[config.mk]
export PLATFORM = sky130hd
export DESIGN_NAME = mcrb_main_clock_ctrl
export DESIGN_NICKNAME = d
export VERILOG_FILES = /design/src/shared/mcrb_pkg.sv /design/src/hdl/mcrb_main_clock_ctrl.sv
export SDC_FILE = /design/constraint.sdc
export NUM_CORES = 1
export LEC_CHECK = 0
export BUFFER_PORTS_ARGS = -buffer_cell sky130_fd_sc_hd__buf_4
export CAP_MARGIN = 20
export CORE_MARGIN = 4
export CORE_UTILIZATION = 30
export CTS_BUF_LIST = sky130_fd_sc_hd__clkbuf_4
export DETAILED_ROUTE_END_ITERATION = 8
export PLACE_DENSITY_LB_ADDON = 0.12
export SYNTH_ARGS = -nofsm -noshare
export SYNTH_HDL_FRONTEND = slang
export SYNTH_SLANG_ARGS = --single-unit
[constraint.sdc]
create_clock -name SYS_CLK -period 2.9 [get_ports SYS_CLK]
set_input_delay 0.145 -clock SYS_CLK [delete_from_list [all_inputs] [get_ports SYS_CLK]]
set_output_delay 0.145 -clock SYS_CLK [all_outputs]
set_load 0.02 [all_outputs]
[src/shared/mcrb_pkg.sv]
// package: register map, field layout and timing constants of the main clock controller
`default_nettype none
package mcrb_pkg;
  // ----------------------------------------------------------------
  // register word indices; the byte address is four times the index
  // ----------------------------------------------------------------
  localparam logic [5:0] IDX_CLOCK_CTRL_STATUS = 6'h2C;
  localparam logic [5:0] IDX_BEEP_CTRL = 6'h2D;
  localparam logic [5:0] IDX_MODE_CTRL = 6'h2E;
  localparam logic [5:0] IDX_IRQ_STATUS = 6'h2F;
  localparam logic [5:0] IDX_IRQ_MASK = 6'h30;
  localparam logic [7:0] ADDR_CLOCK_CTRL_STATUS = {IDX_CLOCK_CTRL_STATUS, 2'b00};
  localparam logic [7:0] ADDR_BEEP_CTRL = {IDX_BEEP_CTRL, 2'b00};
  localparam logic [7:0] RESET_CCS = 8'h00;
  localparam logic [7:0] RESET_BEEP = 8'h00;
  // ----------------------------------------------------------------
  // field positions
  // ----------------------------------------------------------------
  localparam int BIT_CLOCK_OUT_ENABLE = 7;
  localparam int BIT_DIV_HI = 6;
  localparam int BIT_DIV_LO = 5;
  localparam int BIT_SLOW_MODE = 4;
  localparam int BIT_TB_HI = 3;
  localparam int BIT_TB_LO = 2;
  localparam int BIT_TIMEOUT_IRQ_ENABLE = 1;
  localparam int BIT_TIMEOUT_FLAG = 0;
  localparam int BIT_BEEP_HI = 1;
  localparam int BIT_BEEP_LO = 0;
  localparam int BIT_MODE_WAIT = 0;
  localparam int BIT_MODE_HALT = 1;
  // ----------------------------------------------------------------
  // time base periods in source clock cycles
  // ----------------------------------------------------------------
  localparam logic [17:0] TB_PERIOD_0 = 18'd16000;
  localparam logic [17:0] TB_PERIOD_1 = 18'd32000;
  localparam logic [17:0] TB_PERIOD_2 = 18'd80000;
  localparam logic [17:0] TB_PERIOD_3 = 18'd200000;
  // beep half periods for 2 kHz, 1 kHz and 500 Hz at an 8 MHz source
  localparam logic [13:0] BEEP_HALF_1 = 14'd2000;
  localparam logic [13:0] BEEP_HALF_2 = 14'd4000;
  localparam logic [13:0] BEEP_HALF_3 = 14'd8000;
  // ----------------------------------------------------------------
  // AXI4-Lite answers
  // ----------------------------------------------------------------
  localparam logic [1:0] RESP_OKAY = 2'b00;
  localparam logic [1:0] RESP_SLVERR = 2'b10;
  typedef enum logic [1:0] {MCRB_RUN = 2'b00, MCRB_ACTIVE_HALT = 2'b01, MCRB_FULL_HALT = 2'b11} mcrb_power_t;
  typedef struct packed {
    logic clock_out_enable;
    logic [1:0] slow_clock_divider_select;
    logic slow_mode_select;
    logic [1:0] time_base_select;
    logic timeout_irq_enable;
    logic timeout_flag;
  } mcrb_ccs_t;
endpackage
`default_nettype wire

[src/hdl/mcrb_main_clock_ctrl.sv]
// main clock controller: prescaler, clock out, time base counter, beeper, AXI4-Lite registers
//
// The address map and the AXI4-Lite slave port were decided locally.
`timescale 1ns/10ps
`default_nettype none

// Notes on behaviour
// - slow mode clear: core clock equals source
// - slow divider codes divide by 2,4,8,16
// - clock out enable drives source/2 on pin
// - active halt suspends clock out
// - time base codes: 16000/32000/80000/200000 cycles
// - new time base applies at period end
// - period end sets timeout flag
// - reading status clears flag; writes cannot set
// - irq while flag and enable set
// - halt with enable set enters active halt
// - wait has no effect; timeout wakes it
// - active halt: counter runs, registers frozen except timeout flag set and irq status
// - full halt freezes counter and registers except irq status write-one-clear
// - all status fields reset to zero
// - prescaler, clock out, time base independent
// - beeper drives selected tone on pin
// - beep codes: off, 2k, 1k, 500 Hz
module mcrb_main_clock_ctrl
  import mcrb_pkg::*;
#(
  parameter int ADDR_W = 8
) (
  input wire logic SYS_CLK, // source clock
  input wire logic RST, // async reset, active high
  input wire logic CLK_EN, // freezes all state while low
  input wire logic HALT_REQ, // pulse: cpu executes halt
  input wire logic WAKE_OTHER, // pulse: another halt-capable wake source
  input wire logic [ADDR_W-1:0] AWADDR, // axi write address
  input wire logic AWVALID, // axi
  output logic AWREADY, // axi
  input wire logic [31:0] WDATA, // axi
  input wire logic [3:0] WSTRB, // axi
  input wire logic WVALID, // axi
  output logic WREADY, // axi
  output logic [1:0] BRESP, // axi
  output logic BVALID, // axi
  input wire logic BREADY, // axi
  input wire logic [ADDR_W-1:0] ARADDR, // axi read address
  input wire logic ARVALID, // axi
  output logic ARREADY, // axi
  output logic [31:0] RDATA, // axi
  output logic [1:0] RRESP, // axi
  output logic RVALID, // axi
  input wire logic RREADY, // axi
  output logic CORE_CLK_EN, // one-cycle core clock enable pulse train
  output logic CLOCK_OUT_PIN, // clock out alternate function level
  output logic CLOCK_OUT_OE_N, // low while clock out drives pin
  output logic BEEP_PIN, // beep square wave
  output logic BEEP_OE_N, // low while beeper drives pin
  output logic IRQ, // timeout interrupt request level
  output logic WAKE, // level: timeout flag and enable set, outside full halt
  output logic [1:0] POWER_STATE // run, active halt, full halt
);
  // the decoder needs address bits 7:2 and widens the address to 32 bits
  if (ADDR_W < 8 || ADDR_W > 32) begin : g_bad_addr_w
    $error("ADDR_W out of range");
  end
  // ----------------------------------------------------------------
  // state
  // ----------------------------------------------------------------
  mcrb_ccs_t ccs_q;
  logic [7:0] beep_q;
  logic [1:0] mask_q;
  logic [1:0] sticky_q;
  mcrb_power_t pwr_q;
  logic [17:0] tb_cnt_q;
  logic [1:0] tb_act_q;
  logic [3:0] pre_cnt_q;
  logic [13:0] beep_cnt_q;
  logic beep_lvl_q;
  logic aw_got_q, w_got_q;
  logic [ADDR_W-1:0] aw_addr_q;
  logic [31:0] w_data_q;
  logic [3:0] w_strb_q;
  logic core_clk_q, clk_out_q, clk_out_oe_n_q, beep_pin_q, beep_oe_n_q, irq_q, wake_q;

  wire logic regs_live = (pwr_q == MCRB_RUN);
  wire logic cnt_live = (pwr_q != MCRB_FULL_HALT);
  wire logic [17:0] tb_period = (tb_act_q == 2'b00) ? TB_PERIOD_0 :
                                (tb_act_q == 2'b01) ? TB_PERIOD_1 :
                                (tb_act_q == 2'b10) ? TB_PERIOD_2 : TB_PERIOD_3;
  wire logic tb_end = cnt_live && (tb_cnt_q == tb_period - 18'd1);

  // ----------------------------------------------------------------
  // bus handshake
  // ----------------------------------------------------------------
  wire logic wr_go = aw_got_q && w_got_q && !BVALID;
  wire logic rd_go = ARVALID && ARREADY;
  wire logic [31:0] aw_addr_w = 32'(aw_addr_q);
  wire logic [31:0] ar_addr_w = 32'(ARADDR);
  wire logic [5:0] wr_idx = aw_addr_w[7:2];
  wire logic [5:0] rd_idx = ar_addr_w[7:2];
  wire logic wr_ok = (aw_addr_w[31:8] == 24'h00_0000) && (wr_idx >= IDX_CLOCK_CTRL_STATUS)
                     && (wr_idx <= IDX_IRQ_MASK);
  wire logic rd_ok = (ar_addr_w[31:8] == 24'h00_0000) && (rd_idx >= IDX_CLOCK_CTRL_STATUS)
                     && (rd_idx <= IDX_IRQ_MASK);
  wire logic rd_ccs = rd_go && rd_ok && (rd_idx == IDX_CLOCK_CTRL_STATUS);
  wire logic wr_lane0 = wr_go && wr_ok && w_strb_q[0] && regs_live;

  always_ff @(posedge SYS_CLK or posedge RST) begin
    if (RST) begin
      aw_got_q <= 1'b0;
      w_got_q <= 1'b0;
      aw_addr_q <= '0;
      w_data_q <= 32'h0000_0000;
      w_strb_q <= 4'h0;
      BVALID <= 1'b0;
      BRESP <= RESP_OKAY;
    end else if (CLK_EN) begin
      if (AWVALID && AWREADY) begin
        aw_got_q <= 1'b1;
        aw_addr_q <= AWADDR;
      end
      if (WVALID && WREADY) begin
        w_got_q <= 1'b1;
        w_data_q <= WDATA;
        w_strb_q <= WSTRB;
      end
      if (wr_go) begin
        aw_got_q <= 1'b0;
        w_got_q <= 1'b0;
        BVALID <= 1'b1;
        BRESP <= wr_ok ? RESP_OKAY : RESP_SLVERR;
      end else if (BVALID && BREADY) begin
        BVALID <= 1'b0;
      end
    end
  end
  assign AWREADY = !aw_got_q && !BVALID;
  assign WREADY = !w_got_q && !BVALID;
  assign ARREADY = !RVALID;

  always_ff @(posedge SYS_CLK or posedge RST) begin
    if (RST) begin
      RVALID <= 1'b0;
      RDATA <= 32'h0000_0000;
      RRESP <= RESP_OKAY;
    end else if (CLK_EN) begin
      if (rd_go) begin
        RVALID <= 1'b1;
        RRESP <= rd_ok ? RESP_OKAY : RESP_SLVERR;
        case (rd_idx)
          IDX_CLOCK_CTRL_STATUS: RDATA <= {24'h00_0000, ccs_q};
          IDX_BEEP_CTRL: RDATA <= {24'h00_0000, beep_q};
          IDX_MODE_CTRL: RDATA <= {30'h0000_0000, pwr_q};
          IDX_IRQ_STATUS: RDATA <= {30'h0000_0000, sticky_q};
          IDX_IRQ_MASK: RDATA <= {30'h0000_0000, mask_q};
          default: RDATA <= 32'h0000_0000;
        endcase
      end else if (RVALID && RREADY) begin
        RVALID <= 1'b0;
      end
    end
  end

  // ----------------------------------------------------------------
  // control/status register
  // ----------------------------------------------------------------
  always_ff @(posedge SYS_CLK or posedge RST) begin
    if (RST) begin
      ccs_q <= RESET_CCS;
    end else if (CLK_EN) begin
      if (wr_lane0 && wr_idx == IDX_CLOCK_CTRL_STATUS) begin
        ccs_q.clock_out_enable <= w_data_q[BIT_CLOCK_OUT_ENABLE];
        ccs_q.slow_clock_divider_select <= w_data_q[BIT_DIV_HI:BIT_DIV_LO];
        ccs_q.slow_mode_select <= w_data_q[BIT_SLOW_MODE];
        ccs_q.time_base_select <= w_data_q[BIT_TB_HI:BIT_TB_LO];
        ccs_q.timeout_irq_enable <= w_data_q[BIT_TIMEOUT_IRQ_ENABLE];
      end
      if (tb_end) begin
        ccs_q.timeout_flag <= 1'b1;
      end else if (rd_ccs && regs_live) begin
        ccs_q.timeout_flag <= 1'b0;
      end
    end
  end

  always_ff @(posedge SYS_CLK or posedge RST) begin
    if (RST) begin
      beep_q <= RESET_BEEP;
      mask_q <= 2'b00;
    end else if (CLK_EN && wr_lane0) begin
      if (wr_idx == IDX_BEEP_CTRL) beep_q <= {6'h00, w_data_q[BIT_BEEP_HI:BIT_BEEP_LO]};
      if (wr_idx == IDX_IRQ_MASK) mask_q <= w_data_q[1:0];
    end
  end

  // sticky events: bit 0 timeout, bit 1 wake; write one clears, set wins
  always_ff @(posedge SYS_CLK or posedge RST) begin
    if (RST) begin
      sticky_q <= 2'b00;
    end else if (CLK_EN) begin
      sticky_q <= (sticky_q & ~((wr_go && wr_ok && w_strb_q[0] && wr_idx == IDX_IRQ_STATUS) ? w_data_q[1:0] : 2'b00))
                  | {wake_q, tb_end};
    end
  end

  // ----------------------------------------------------------------
  // power modes
  // ----------------------------------------------------------------
  wire logic to_wake = ccs_q.timeout_flag && ccs_q.timeout_irq_enable;
  always_ff @(posedge SYS_CLK or posedge RST) begin
    if (RST) begin
      pwr_q <= MCRB_RUN;
    end else if (CLK_EN) begin
      case (pwr_q)
        MCRB_RUN: begin
          if (HALT_REQ) pwr_q <= ccs_q.timeout_irq_enable ? MCRB_ACTIVE_HALT : MCRB_FULL_HALT;
        end
        MCRB_ACTIVE_HALT: begin
          if (to_wake || WAKE_OTHER) begin
            pwr_q <= MCRB_RUN;
          end
        end
        MCRB_FULL_HALT: begin
          if (WAKE_OTHER) begin
            pwr_q <= MCRB_RUN;
          end
        end
        default: pwr_q <= MCRB_RUN;
      endcase
    end
  end

  // ----------------------------------------------------------------
  // time base counter
  // ----------------------------------------------------------------
  always_ff @(posedge SYS_CLK or posedge RST) begin
    if (RST) begin
      tb_cnt_q <= 18'd0;
      tb_act_q <= 2'b00;
    end else if (CLK_EN && cnt_live) begin
      if (tb_end) begin
        tb_cnt_q <= 18'd0;
        tb_act_q <= ccs_q.time_base_select;
      end else begin
        tb_cnt_q <= tb_cnt_q + 18'd1;
      end
    end
  end

  // ----------------------------------------------------------------
  // core clock prescaler
  // ----------------------------------------------------------------
  wire logic [3:0] div_mask = (ccs_q.slow_clock_divider_select == 2'b00) ? 4'h1 :
                              (ccs_q.slow_clock_divider_select == 2'b01) ? 4'h3 :
                              (ccs_q.slow_clock_divider_select == 2'b10) ? 4'h7 : 4'hF;
  always_ff @(posedge SYS_CLK or posedge RST) begin
    if (RST) begin
      pre_cnt_q <= 4'h0;
      core_clk_q <= 1'b0;
    end else if (CLK_EN) begin
      pre_cnt_q <= pre_cnt_q + 4'h1;
      if (!ccs_q.slow_mode_select) core_clk_q <= 1'b1;
      else core_clk_q <= ((pre_cnt_q & div_mask) == div_mask);
    end
  end

  // ----------------------------------------------------------------
  // clock out and beeper
  // ----------------------------------------------------------------
  always_ff @(posedge SYS_CLK or posedge RST) begin
    if (RST) begin
      clk_out_q <= 1'b0;
      clk_out_oe_n_q <= 1'b1;
    end else if (CLK_EN) begin
      clk_out_oe_n_q <= !ccs_q.clock_out_enable;
      clk_out_q <= ccs_q.clock_out_enable && (pwr_q != MCRB_ACTIVE_HALT) && !clk_out_q;
    end
  end

  wire logic [13:0] beep_half = (beep_q[1:0] == 2'b01) ? BEEP_HALF_1 :
                                (beep_q[1:0] == 2'b10) ? BEEP_HALF_2 : BEEP_HALF_3;
  always_ff @(posedge SYS_CLK or posedge RST) begin
    if (RST) begin
      beep_cnt_q <= 14'd0;
      beep_lvl_q <= 1'b0;
      beep_pin_q <= 1'b0;
      beep_oe_n_q <= 1'b1;
    end else if (CLK_EN) begin
      beep_oe_n_q <= (beep_q[1:0] == 2'b00);
      if (beep_q[1:0] == 2'b00 || pwr_q == MCRB_FULL_HALT) begin
        beep_cnt_q <= 14'd0;
        beep_lvl_q <= 1'b0;
      end else if (beep_cnt_q >= beep_half - 14'd1) begin
        beep_cnt_q <= 14'd0;
        beep_lvl_q <= !beep_lvl_q;
      end else begin
        beep_cnt_q <= beep_cnt_q + 14'd1;
      end
      beep_pin_q <= beep_lvl_q;
    end
  end

  // ----------------------------------------------------------------
  // interrupt and wake outputs
  // ----------------------------------------------------------------
  always_ff @(posedge SYS_CLK or posedge RST) begin
    if (RST) begin
      irq_q <= 1'b0;
      wake_q <= 1'b0;
    end else if (CLK_EN) begin
      irq_q <= to_wake || |(sticky_q & mask_q);
      wake_q <= to_wake && (pwr_q != MCRB_FULL_HALT);
    end
  end

  assign CORE_CLK_EN = core_clk_q;
  assign CLOCK_OUT_PIN = clk_out_q;
  assign CLOCK_OUT_OE_N = clk_out_oe_n_q;
  assign BEEP_PIN = beep_pin_q;
  assign BEEP_OE_N = beep_oe_n_q;
  assign IRQ = irq_q;
  assign WAKE = wake_q;
  assign POWER_STATE = pwr_q;
endmodule
`default_nettype wire

# Word-level counts from Yosys, hierarchy flattened
# Index checks and enable logic that the tools add are counted.
classes:
  addsub: 5
  order_cmp: 5
  n_eq_ne: 24
  mux: 33
  bitwise_logic: 5
  n_reduce_logical: 62
ops:
  columns: ["cell", "n"]
  rows:
  - ["18-bit two-way mux", 4]
  - ["6-bit equality test (second input constant)", 9]
  - ["8-bit one-hot mux with 5 select lines", 1]
  - ["14-bit two-way mux", 2]
  - ["2-bit AND reduction", 14]
  - ["1-bit logical AND", 26]
  - ["13-bit two-way mux", 2]
  - ["18-bit by 1-bit adder with 18-bit output (second input constant)", 1]
  - ["18-bit equality test", 1]
  - ["18-bit by 1-bit subtractor with 18-bit output (second input constant)", 1]
  - ["14-bit by 1-bit adder with 14-bit output (second input constant)", 1]
  - ["14-bit greater-or-equal comparator", 1]
  - ["2-bit two-way mux", 7]
  - ["13-bit by 1-bit subtractor with 14-bit output (second input constant)", 1]
  - ["1-bit two-way mux", 13]
  - ["6-bit greater-or-equal comparator (second input constant)", 2]
  - ["6-bit less-or-equal comparator (second input constant)", 2]
  - ["4-bit two-way mux", 3]
  - ["2-bit nonzero test", 6]
  - ["2-bit by 1-bit equality test with 1-bit output (second input constant)", 4]
  - ["2-bit equality test (second input constant)", 4]
  - ["2-bit logical NOT", 4]
  - ["2-bit inequality test (second input constant)", 4]
  - ["1-bit logical NOT", 7]
  - ["other kinds (11)", 14]
totals:
  reg_bits: 119
  inputBits: 62
  word_cells: 166

# Longest topological paths before layout
depth:
  ltp_word: 9
  ltp_mapped: 10
  mapped_depth_nobuf: 9

# Worst setup path before layout
# Ideal clock, no wire load.
synth_timing:
  kind: "register -> register"
  startpoint: "register beep_q[0]"
  endpoint: "register beep_lvl_q"
  arrival_time_ns: 2.383
  t_required_ns: 2.775
  path_slack_ns: 0.392
  stages_incl_launch_ff: 11
  path_buffers: 1
  period_less_slack_ns: 2.508
  path_cell_list: "dfrtp_1 inv_1 ha_1 inv_1 ha_1 and2_1 o311ai_0 o2111ai_1 and2_1 buf_2 mux2_2"
synth_via:
  elab_chain_cells: 7
  word_cells_on_any_way: 11
  classes_between: "add/sub (1); order compare (1); eq/ne (2); mux (3); reduce/logical (4)"
synth_lines:
  columns: ["element", "line", "source"]
  rows:
  - ["from (decl)", "mcrb_main_clock_ctrl.sv:69", "logic [7:0] beep_q;"]
  - ["from (signal assigned)", "mcrb_main_clock_ctrl.sv:190", "if (wr_idx == IDX_BEEP_CTRL) beep_q <= {6'h00, w_data_q[BIT_BEEP_HI:BIT_BEEP_LO]};"]
  - ["2-bit equality test", "mcrb_main_clock_ctrl.sv:280", "(beep_q[1:0] == 2'b10) ? BEEP_HALF_2 : BEEP_HALF_3;"]
  - ["13-bit two-way mux", "mcrb_main_clock_ctrl.sv:280", null]
  - ["13-bit two-way mux", "mcrb_main_clock_ctrl.sv:279", "wire logic [13:0] beep_half = (beep_q[1:0] == 2'b01) ? BEEP_HALF_1 :"]
  - ["13-bit by 1-bit subtractor with 14-bit output", "mcrb_main_clock_ctrl.sv:292", "end else if (beep_cnt_q >= beep_half - 14'd1) begin"]
  - ["14-bit greater-or-equal comparator", "mcrb_main_clock_ctrl.sv:292", null]
  - ["2-bit nonzero test (no source line)", null, null]
  - ["2-bit AND reduction (no source line)", null, null]
  - ["to (signal assigned)", "mcrb_main_clock_ctrl.sv:294", "beep_lvl_q <= !beep_lvl_q;"]
  - ["to (decl)", "mcrb_main_clock_ctrl.sv:77", "logic beep_lvl_q;"]
# Parallel ways exist; a longest one is shown, timed or not.
# A chain may end at the register's enable or synchronous reset.

# Worst setup path after layout
# Same ends and word-level chain as after synthesis.

==> summary.md <==
| Metric | Value |
|---|---|
| Total GRT Usage | `12.5%` |
| Routability cong. | `0.815` |
| Gate power share | `22.8%` |
| Worst hold path type | `in2reg` |
| DP HPWL | `7510 um` |
| Final setup violation count | `0` |
| Filler cells | `1460` |
| Global-route wire length before repair | `17500 um` |
| Multiplexer share of the synthesized area | `9.12%` |
| Root Buffer | `clkbuf_4` |
| H-tree depth | `3` |
| Synth Area in Compound Gates | `8.32%` |
| Die span in y | `131 um` |
| Seq/Total Area, Yosys | `49.9%` |
| Power Total | `3.33 mW` |
| Placed Cells | `665` |
| ANT cells | `0` |
| Critical Path End | `beep_lvl_q` |
| Multi-input gate area | `2080 um2` |
| Fmax | `383 MHz` |
| Layout cells sized above 1 | `23.5%` |
| DRC viols | `0` |
| Status | `completed` |
| Worst-path clk slew | `0.15 ns` |
| Post-Route WL | `10300 um` |
| TritonCTS clock tree | `yes` |
| Fin crit share | `90.0%` |
| Sequential cell area | `2280 um2` |
| Number of distinct library cells after synthesis | `53` |
| Longest Clk Path Bufs | `2` |
| Hold depth | `3` |
| Required time of the critical path | `3.26 ns` |
| Sequential group share of total power | `52.6%` |
| Initial antenna violation count | `0` |
| DRT iter0 DRCs | `84` |
| WP data arrival | `2.96 ns` |
| Crit path max fanout | `9` |
| DIE AREA | `17300 um2` |
| Setup CP Type | `reg2reg` |
| Number of port buffers | `54` |
| Power Dens Cells | `601 nW/um2` |
| Worst setup EP type | `flip-flop` |
| Core region area | `14700 um2` |
| Psw | `1.07 mW` |
| CTS buffer count | `9` |
| R2r endpoint | `beep_lvl_q` |
| Setup crit start kind | `flip-flop` |
| Main combinational cell family by area after synthesis | `simple AND/OR/NAND/NOR gates` |
| Worst-Skew Late Latency | `0.45 ns` |
| DR WL/cell | `14.7 um` |
| Switching Fraction | `32.3%` |
| Worst-Margin Slew | `0.879 ns` |
| Vias in the first global route | `3399` |
| Fraction of registers with async set/reset | `100%` |
| Hold Worst Slack | `0.0730 ns` |
| Max transition margin | `41.4%` |
| Max IR drop VDD | `0.337 mV` |
| Initial core utilization | `31.1%` |
| XOR/XNOR Fraction of Synth Area | `5.18%` |
| Max Transition Viols Final | `0` |
| GRT overflow | `0` |
| Die W | `131 um` |
| Final #Nets | `589` |
| R2R Path Start | `beep_q[0]` |
| Vias/cell | `4.75` |
| Syn Area/Cell | `10.6 um2` |
| Fin Setup TNS | `0 ns` |
| Clock sink count | `91` |
| Synth Area in Simple Gates | `17.2%` |
| Antenna-violating nets left | `0` |
| Max-cap violations | `0` |
| Final WS setup | `0.291 ns` |
| Worst reg-to-reg setup slack | `0.29 ns` |
| CTS resizes | `0` |
| Synth Flop Type | `dfrtp_1` |
| Num ports | `112` |
| P_int | `2.25 mW` |
| Synthesis-stage register bit count | `91` |
| EDFF count, synth | `0` |
| Post-Synth Adder-Cell Area | `3.50%` |
| Synth-to-layout area growth | `21.0%` |
| # rows | `44` |
| Hold Vio Cnt, Final | `0` |
| Final non-filler cell total | `704` |
| First-pass DRT Iterations | `4` |
| CTS Hold Bufs | `23` |
| Dpl ws | `0.278 ns` |
| LEAKAGE | `2.49 nW` |
| R2R cell count | `9` |
| RSZ-0062 raised after global routing | `no` |
| Cell count after synthesis | `430` |
| Worst setup startpoint | `beep_q[0]` |
| Syn. warnings | `0` |
| Worst Skew | `0.0108 ns` |
| Clk pwr share | `24.6%` |
| Via count | `3342` |
| Largest net degree at the start of global routing | `49` |
| Setup bufs post-CTS | `0` |
| Synthesized cell area | `4570 um2` |
| Tmin final | `2.61 ns` |
[metal layers]
layer | vias up | wire (um) | global-route usage, %
met1 | 1620 | 4910 | 17.1
met4 | 0 | 136 | 5.31
met3 | 10 | 445 | 2.18
met5 | - | 0 | 0
met2 | 88 | 4830 | 19.5
li1 | 1624 | - | -
[kinds of logic after synthesis]
logic type	Yosys count
compound gates	56
xor+xnor	27
fa+ha+maj	13
buf+inv	54
flops	91
mux	35
other cells	1
simple gates	153
[final cells by class]
type,count,area share (%)
repair buffers,86,12.7
clock inverters,7,1.83
clock buffers,9,1.22
flip-flops and latches,91,41.2
well taps,184,4.16
multi-input cells,310,37.7
inverters,17,1.18
[power by group through the flow]
stage                     Combinational (mW)  Clock (mW)  Sequential, mW
after CTS                              0.773       0.852            1.76
final                                  0.758       0.818            1.75
after global placement                 0.726           0            1.77
after detailed placement               0.743           0            1.78
after floorplan                        0.512           0            1.75
after global routing                   0.852       0.904            1.80
[how the worst min path moves through the flow]
stage          startpoint       endpoint  slack (ns)
6_report        ARADDR[5]       RRESP[1]        0.07
5_1_grt         ARADDR[5]       RRESP[1]        0.05
4_1_cts         ARADDR[5]       RRESP[1]        0.03
3_5_place_dp          RST  beep_cnt_q[2]        0.37
3_3_place_gp          RST  beep_cnt_q[3]        0.37
2_1_floorplan   AWADDR[2]   aw_addr_q[2]        0.30
[layout by cell type (no fill, tap or decap), types with 3 or more instances in the layout]
cell and n:
conb_1 26, xor2_1 8, clkbuf_4 9, nor3_1 9, nand2_1 46, o2111ai_1 3, buf_4 63, a22oi_1 3
nand3_1 10, nor2_1 41, a21o_1 3, inv_1 15, mux2_2 33, nor4_1 7, o21a_1 3, a22o_1 9
dfrtp_1 89, ha_1 12, a31oi_1 4, dlygate4sd3_1 23, and3_1 3, nor2b_1 6, xnor2_1 19, and2_1 4
nand4_1 10, a21oi_1 5, o21ai_0 16
[flip-flops by register name, indices dropped and copies added (netlist names), 2 cells and up]
| signal | count |
|---|---|
| pre_cnt_q | 4 |
| tb_act_q | 2 |
| RDATA | 8 |
| sticky_q | 2 |
| w_data_q | 8 |
| POWER_STATE | 2 |
| beep_q | 2 |
| mask_q | 2 |
| tb_cnt_q | 18 |
| aw_addr_q | 6 |
| beep_cnt_q | 14 |
| ccs_q | 8 |
[synth_stat cells, types with 4 or more instances]
cell      instances  share of area [%]
xor2_1            8                1.5
nor3_1            9               0.99
clkbuf_1          6               0.49
nor2b_1           6               0.82
a22o_1            9                1.7
nor2_1           41                3.4
mux2_2           33                8.1
dfrtp_1          89                 49
nand2_1          46                3.8
nor4_1            7               0.96
xnor2_1          19                3.6
a31oi_1           4               0.55
o21ai_0          16                1.8
ha_1             12                3.3
nand3_1          10                1.1
nand4_1          10                1.4
and2_1            4               0.55
a21oi_1           5               0.55
inv_1            16                1.3
buf_4            27                4.4
[stage by stage]
step	instance area (um2)	utilization (%)
2_1_floorplan	4660	-
3_3_place_gp	5130	34.9
3_5_place_dp	5130	34.9
4_1_cts	5530	37.6
5_1_grt	5530	37.6
6_report	5530	37.6
[worst max-delay path, cell delays in order, from the launching register on]
cell and delay, ns:
dfrtp_1 0.44, inv_1 0.08, ha_1 0.37, inv_1 0.07, ha_1 0.29, and2_1 0.14
o311ai_0 0.33, o2111ai_1 0.18, and2_1 0.31, mux2_2 0.31
(Power assumes the default switching activity.)
